File: src/core/tsa_pkg.sv
// Constants, state and command codes for the tag state and anticollision block.
// Assumes an upstream frame decoder that hands over one checked command per pulse.
`default_nettype none
package tsa_pkg;
    localparam int HANDLE_W = 8;
    localparam int NIBBLE_W = 4;
    localparam int LFSR_W = 16;
    localparam logic [15:0] LFSR_SEED = 16'hACE1;
    localparam logic [15:0] LFSR_TAPS = 16'hB400;
    localparam logic [3:0] NIBBLE_ZERO = 4'h0;
    localparam logic [7:0] HANDLE_RESET = 8'h00;

    // One-hot tag states
    typedef enum logic [5:0] {
        TSA_OFF = 6'h01,
        TSA_READY = 6'h02,
        TSA_INVENTORY = 6'h04,
        TSA_SELECTED = 6'h08,
        TSA_DESELECTED = 6'h10,
        TSA_DEACTIVATED = 6'h20
    } tsa_state_t;

    // Decoded reader commands
    typedef enum logic [3:0] {
        TSA_CMD_NONE = 4'h0,
        TSA_CMD_INVENTORY_OPEN = 4'h1,
        TSA_CMD_SLOT_ZERO_PROBE = 4'h2,
        TSA_CMD_SLOT_PROBE = 4'h3,
        TSA_CMD_SELECT = 4'h4,
        TSA_CMD_READ_BLOCK = 4'h5,
        TSA_CMD_WRITE_BLOCK = 4'h6,
        TSA_CMD_AUTHENTICATE = 4'h7,
        TSA_CMD_UNIQUE_ID_READ = 4'h8,
        TSA_CMD_DEACTIVATE = 4'h9
    } tsa_cmd_t;
endpackage : tsa_pkg
`default_nettype wire

File: src/core/tsa_lfsr.sv
// Free-running pseudo-random source for the tag handle.
// Assumes an entropy bit that differs between tags; it is folded into the feedback.
`timescale 1ns/1ps
`default_nettype none
module tsa_lfsr (
    input wire logic clock,
    input wire logic rst_b,
    input wire logic entropy_bit,
    output logic [tsa_pkg::HANDLE_W-1:0] random_byte
);
    import tsa_pkg::*;

    logic [LFSR_W-1:0] shift;
    logic [LFSR_W-1:0] next_shift;

    // Galois step with the entropy bit mixed into the feedback
    always_comb begin
        next_shift = {1'b0, shift[LFSR_W-1:1]};
        if (shift[0] ^ entropy_bit) begin
            next_shift = next_shift ^ LFSR_TAPS;
        end
        if (next_shift == '0) begin
            next_shift = LFSR_SEED; // Never stick at all zeros
        end
    end

    // Advance every cycle so each tag drifts on its own
    always_ff @(posedge clock or negedge rst_b) begin
        if (!rst_b) begin
            shift <= LFSR_SEED;
        end else begin
            shift <= next_shift;
        end
    end

    assign random_byte = shift[HANDLE_W-1:0];
endmodule // tsa_lfsr
`default_nettype wire

File: src/core/tsa_reply.sv
// Answer register: flags the handle reply for one cycle toward the encoder and keeps the handle until the next load.
// Assumes the encoder captures the handle on the cycle that reply_valid is high.
`timescale 1ns/1ps
`default_nettype none
module tsa_reply (
    input wire logic clock,
    input wire logic rst_b,
    input wire logic reply_load,
    input wire logic [tsa_pkg::HANDLE_W-1:0] reply_data,
    output logic reply_valid,
    output logic [tsa_pkg::HANDLE_W-1:0] reply_handle
);
    import tsa_pkg::*;

    logic next_reply_valid;
    logic [HANDLE_W-1:0] next_reply_handle;

    // Capture on load, keep last handle otherwise
    always_comb begin
        next_reply_valid = reply_load;
        next_reply_handle = reply_load ? reply_data : reply_handle;
    end

    // Register the answer
    always_ff @(posedge clock or negedge rst_b) begin
        if (!rst_b) begin
            reply_valid <= 1'b0;
            reply_handle <= HANDLE_RESET;
        end else begin
            reply_valid <= next_reply_valid;
            reply_handle <= next_reply_handle;
        end
    end
endmodule // tsa_reply
`default_nettype wire

File: src/core/tsa_tag_ctrl.sv
// Tag state controller and anticollision responder.
// Assumes field_ok and the command strobe are synchronous to clock and that a
// command pulse lasts one cycle with its code and arguments valid alongside.
`timescale 1ns/1ps
`default_nettype none
module tsa_tag_ctrl (
    input wire logic clock,
    input wire logic rst_b,
    input wire logic field_ok,
    input wire logic entropy_bit,
    input wire logic cmd_valid,
    input wire tsa_pkg::tsa_cmd_t cmd_code,
    input wire logic [tsa_pkg::HANDLE_W-1:0] cmd_handle,
    input wire logic [tsa_pkg::NIBBLE_W-1:0] probe_slot_index,
    output logic reply_valid,
    output logic [tsa_pkg::HANDLE_W-1:0] reply_handle,
    output logic access_valid,
    output tsa_pkg::tsa_cmd_t access_cmd,
    output tsa_pkg::tsa_state_t tag_state,
    output logic [tsa_pkg::HANDLE_W-1:0] tag_handle
);
    import tsa_pkg::*;

    tsa_state_t next_tag_state;
    logic [HANDLE_W-1:0] next_tag_handle;
    logic [HANDLE_W-1:0] random_byte;
    logic replied;
    logic next_replied;
    logic next_access_valid;
    tsa_cmd_t next_access_cmd;
    logic reply_load;
    logic [HANDLE_W-1:0] reply_data;
    logic take;
    logic handle_match;
    logic [NIBBLE_W-1:0] slot_nibble;
    logic [NIBBLE_W-1:0] fresh_nibble;

    // Random source, free running
    tsa_lfsr u_lfsr (
        .clock(clock),
        .rst_b(rst_b),
        .entropy_bit(entropy_bit),
        .random_byte(random_byte)
    );

    // Answer register toward the encoder
    tsa_reply u_reply (
        .clock(clock),
        .rst_b(rst_b),
        .reply_load(reply_load),
        .reply_data(reply_data),
        .reply_valid(reply_valid),
        .reply_handle(reply_handle)
    );

    // Command qualifiers
    assign take = cmd_valid && field_ok;
    assign handle_match = (cmd_handle == tag_handle);
    assign slot_nibble = tag_handle[NIBBLE_W-1:0];
    assign fresh_nibble = random_byte[NIBBLE_W-1:0];

    // Next state, handle, reply and access strobe
    always_comb begin
        next_tag_state = tag_state;
        next_tag_handle = tag_handle;
        next_replied = replied;
        next_access_valid = 1'b0;
        next_access_cmd = access_cmd;
        reply_load = 1'b0;
        reply_data = tag_handle;
        if (!field_ok) begin
            next_tag_state = TSA_OFF;
            next_replied = 1'b0;
        end else begin
            case (tag_state)
                TSA_OFF: begin
                    next_tag_state = TSA_READY;
                    next_tag_handle = random_byte;
                    next_replied = 1'b0;
                end
                TSA_READY: begin
                    if (take && cmd_code == TSA_CMD_INVENTORY_OPEN) begin
                        next_tag_state = TSA_INVENTORY;
                        next_tag_handle = random_byte;
                        reply_load = 1'b1;
                        reply_data = random_byte;
                        next_replied = 1'b0;
                    end
                end
                TSA_INVENTORY: begin
                    if (take) begin
                        case (cmd_code)
                            TSA_CMD_INVENTORY_OPEN: begin
                                next_tag_handle = random_byte;
                                reply_load = 1'b1;
                                reply_data = random_byte;
                                next_replied = 1'b0;
                            end
                            TSA_CMD_SLOT_ZERO_PROBE: begin
                                next_tag_handle = {tag_handle[HANDLE_W-1:NIBBLE_W],
                                                   fresh_nibble};
                                reply_load = (fresh_nibble == NIBBLE_ZERO);
                                reply_data = {tag_handle[HANDLE_W-1:NIBBLE_W], fresh_nibble};
                                next_replied = (fresh_nibble == NIBBLE_ZERO);
                            end
                            TSA_CMD_SLOT_PROBE: begin
                                if (probe_slot_index != NIBBLE_ZERO
                                        && probe_slot_index == slot_nibble
                                        && !replied) begin
                                    reply_load = 1'b1;
                                    next_replied = 1'b1;
                                end
                            end
                            TSA_CMD_SELECT: begin
                                if (handle_match) begin
                                    next_tag_state = TSA_SELECTED;
                                end
                            end
                            default: begin
                                next_tag_state = TSA_INVENTORY;
                            end
                        endcase
                    end
                end
                TSA_SELECTED: begin
                    if (take) begin
                        case (cmd_code)
                            TSA_CMD_READ_BLOCK,
                            TSA_CMD_WRITE_BLOCK,
                            TSA_CMD_AUTHENTICATE,
                            TSA_CMD_UNIQUE_ID_READ: begin
                                next_access_valid = 1'b1;
                                next_access_cmd = cmd_code;
                            end
                            TSA_CMD_SELECT: begin
                                if (!handle_match) begin
                                    next_tag_state = TSA_DESELECTED;
                                end
                            end
                            TSA_CMD_DEACTIVATE: begin
                                next_tag_state = TSA_DEACTIVATED;
                            end
                            default: begin
                                next_tag_state = TSA_SELECTED;
                            end
                        endcase
                    end
                end
                TSA_DESELECTED: begin
                    if (take && cmd_code == TSA_CMD_SELECT && handle_match) begin
                        next_tag_state = TSA_SELECTED;
                    end
                end
                TSA_DEACTIVATED: begin
                    next_tag_state = TSA_DEACTIVATED;
                end
                default: begin
                    next_tag_state = TSA_OFF;
                end
            endcase
        end
    end

    // Register the tag state, handle and access strobe
    always_ff @(posedge clock or negedge rst_b) begin
        if (!rst_b) begin
            tag_state <= TSA_OFF;
            tag_handle <= HANDLE_RESET;
            replied <= 1'b0;
            access_valid <= 1'b0;
            access_cmd <= TSA_CMD_NONE;
        end else begin
            tag_state <= next_tag_state;
            tag_handle <= next_tag_handle;
            replied <= next_replied;
            access_valid <= next_access_valid;
            access_cmd <= next_access_cmd;
        end
    end

    // Checking helpers: probe replies since the last round start
    logic [1:0] round_replies;
    logic [1:0] next_round_replies;
    logic round_start;
    logic probe_reply;

    assign round_start = take && tag_state == TSA_INVENTORY
        && (cmd_code == TSA_CMD_SLOT_ZERO_PROBE || cmd_code == TSA_CMD_INVENTORY_OPEN);
    assign probe_reply = reply_load && cmd_code == TSA_CMD_SLOT_PROBE;

    // Count replies in the current round, saturating
    always_comb begin
        next_round_replies = round_replies;
        if (!field_ok) begin
            next_round_replies = 2'h0;
        end else if (round_start) begin
            next_round_replies = {1'b0, reply_load && cmd_code == TSA_CMD_SLOT_ZERO_PROBE};
        end else if (probe_reply && round_replies != 2'h3) begin
            next_round_replies = round_replies + 2'h1;
        end
    end

    // Register the reply count
    always_ff @(posedge clock or negedge rst_b) begin
        if (!rst_b) begin
            round_replies <= 2'h0;
        end else begin
            round_replies <= next_round_replies;
        end
    end
endmodule // tsa_tag_ctrl
`default_nettype wire

File: config.mk
export PLATFORM = sky130hd
export DESIGN_NAME = tsa_tag_ctrl
export DESIGN_NICKNAME = d
export VERILOG_FILES = /design/src/core/tsa_pkg.sv /design/src/core/tsa_lfsr.sv /design/src/core/tsa_reply.sv /design/src/core/tsa_tag_ctrl.sv
export SDC_FILE = /design/constraint.sdc
export NUM_CORES = 1
export LEC_CHECK = 0
export BUFFER_PORTS_ARGS = -buffer_cell sky130_fd_sc_hd__buf_2
export CORE_MARGIN = 1
export CORE_UTILIZATION = 45
export CTS_BUF_LIST = sky130_fd_sc_hd__clkbuf_4
export CTS_CLUSTER_DIAMETER = 200
export CTS_CLUSTER_SIZE = 40
export DETAILED_ROUTE_END_ITERATION = 8
export PLACE_DENSITY = 0.78
export SLEW_MARGIN = 10
export SYNTH_ARGS = -nofsm -noshare
export SYNTH_HDL_FRONTEND = slang
export SYNTH_SLANG_ARGS = --single-unit
File: constraint.sdc
create_clock -name clock -period 6.29 [get_ports clock]
set_input_delay 1.258 -clock clock [delete_from_list [all_inputs] [get_ports clock]]
set_output_delay 1.258 -clock clock [all_outputs]
set_load 0.01 [all_outputs]
==> summary.txt <==
via/cell ratio: 5.35
Final Hold Fails: 0
hold_sp: u_lfsr.shift[9]
Initial Util: 0.471
total congestion overflow: 0
clock-pin slew on the worst setup and hold paths: 150 ps
Distinct cells, synth: 53
critical path class: input pin to register
Synth top area share: 0.372
diode count: 0
M1 wire length: 2200 µm
first-pass GRT wire length: 8070 µm
syn_nets: 233
FF+latch count, synth: 45
WL met3: 148 µm
count of final max-slew check failures: 0
initial antenna violation count: 0
cells on worst reg2reg path: 6
Critical Path End Type: register
setup violators final: 0
hold endpoint: u_lfsr.shift[8]
fraction of layout cells with a size suffix above 1: 0.400
die span in y: 75.4 µm
number of max-cap violations: 0
CTS resizes: 0
I/O pin count: 49
Pwr Total: 939 µW
post-route ant nets: 0
sequential element share of the synthesized area: 0.470
maximum number of pins on one net before global-route repair: 46
CTS tree: yes
top sig layer: met4
P per Cell Area: 340 nW/µm²
H-Tree Depth: 2
Data arrival, critical path: 2880 ps
Placeable Area: 5140 µm²
PortBufs: 48
wire length per cell: 14.7 µm
Post-Syn Area: 2420 µm²
DRC: 0
die area: 5680 µm²
clock skew: 22.6 ps
Async SR Flop Fraction: 1.00
gpl congestion: 0.842
Hold Path Class: register to register
yosys warns: 0
Critical Path RT: 6560 ps
# Post-CTS Setup Buffers: 0
Max Freq: 0.383 GHz
commonest cells after routing, fill and taps aside: buf_2 (48), dfrtp_1 (36), nand2_1 (17)
CTS Buf Count: 5
Max transition margin: 0.357
post-DP HPWL: 3550 µm
P_leak: 1.33 nW
row count: 26
status: completed
Avg Inst Size Synth: 11.4 µm²
Layout area overhead: 14.2%
via count: 1739
fin crit period: 2610 ps
DR pass1 iterations: 4
Critical Path Source Type: input pin
Slew @ Worst Pin: 965 ps
Initial DRC Count: 98
deepest clock path buffer count: 2
Routed WL: 4790 µm
cell taking the most area after synthesis: dfrtp_1
CTS Hold Bufs: 0
Syn Inst Count: 212
vias in the first global route: 1699
clk root buf: clkbuf_4
VDD IR-drop max: 0.220 mV
Nets: 275
RSZ-0062 raised after global routing: false
period utilization: 0.416
met2 routed WL: 2390 µm
CP max FO: 9
Synth Flop Type: dfrtp_1
start of the worst register-to-register path: tag_state[2]
R2R setup slack: 3810 ps
Total Neg Setup Slack: 0 ps
Min-Delay Path Depth: 0
Clk Latency, worst-skew pair: 380 ps
R2R Path End: u_reply.reply_handle[3]
chip width: 75.4 µm
CTS sink count: 45
EDFF count, synth: 0
synth top area cells: dfrtp_1 (37%), dfstp_2 (9.8%), mux2_2 (6.0%)
most common cell after layout, fill and taps aside: buf_2
GRT Resource Usage Total: 0.191
-- area by class of cell --
| cell class | count | area (µm²) |
|---|---|---|
| fillers | 478 | 2370 |
| multi-input cells | 152 | 1230 |
| flip-flops and latches | 45 | 1140 |
| repair buffers | 48 | 240 |
| well taps | 70 | 87.6 |
| clock buffers | 5 | 37.5 |
| clock inverters | 3 | 28.8 |
| inverters | 2 | 7.51 |
-- synthesized netlist by cell type (2+ instances only) --
cell type,count
a21oi_1,3
and2_1,2
buf_2,2
clkbuf_1,11
dfrtp_1,36
dfstp_2,9
inv_1,2
mux2_1,12
mux2_2,13
mux2_4,4
mux2i_1,4
nand2_1,17
nand2b_1,3
nand3_1,2
nand3b_1,2
nor2_1,11
nor3_1,2
nor3b_2,2
nor4_1,8
nor4bb_1,2
o211a_1,2
o21ai_0,10
or2_2,7
xnor2_1,3
xor2_1,15
-- worst max-delay path by stage --
stage	end	start	cells past startpoint
3_3_place_gp	u_reply.reply_handle[0]	probe_slot_index[2]	7
2_1_floorplan	tag_state[2]	cmd_code[3]	7
5_1_grt	u_reply.reply_handle[3]	probe_slot_index[3]	7
4_1_cts	u_reply.reply_handle[3]	probe_slot_index[2]	7
6_report	u_reply.reply_handle[3]	probe_slot_index[2]	7
3_5_place_dp	u_reply.reply_handle[1]	probe_slot_index[2]	7
-- stage by stage --
| stage | worst slack (ps) | utilization | cells | hold slack (ps) | area, µm² |
|---|---|---|---|---|---|
| final | 3680 | 0.538 | 325 | 399 | 2770 |
| after global routing | 3590 | 0.538 | 325 | 409 | 2770 |
| after CTS | 3660 | 0.538 | 325 | 399 | 2770 |
| after detailed placement | 3270 | 0.525 | 317 | 364 | 2700 |
| after global placement | 3210 | 0.525 | 317 | 366 | 2700 |
| after floorplan | 3540 | - | 212 | 431 | 2420 |
-- per-layer routing --
metal	vias up	track usage
met4	0	0.0741
li1	844	-
met3	5	0.0317
met5	-	0
met1	861	0.253
met2	29	0.316
-- where the power goes --
group          switching (mW)  leakage [nW]  total [mW]  internal [mW]
clock network           0.109        0.0381       0.159         0.0495
registers              0.0962         0.558       0.495          0.399
logic                   0.128         0.736       0.285          0.157
-- sequential cells by signal, indices dropped and copies added, names as in the netlist --
signal and flops:
u_lfsr.shift 16, u_reply.reply_handle 8, tag_state 6, access_cmd 4, access_valid 1, tag_handle 8, replied 1, u_reply.reply_valid 1
-- cells by family after synthesis --
group | share of synthesized area
flops | 0.470
simple gates | 0.204
xor+xnor | 0.0651
mux | 0.158
buf+inv | 0.0243
compound gates | 0.0801
-- worst max-delay path, stage by stage --
cell	delay, ps
buf_2	100
xor2_1	130
nor4_1	290
a21oi_1	150
nor4_1	360
a31oi_2	190
mux2_1	390
(Power assumes the default switching activity.)
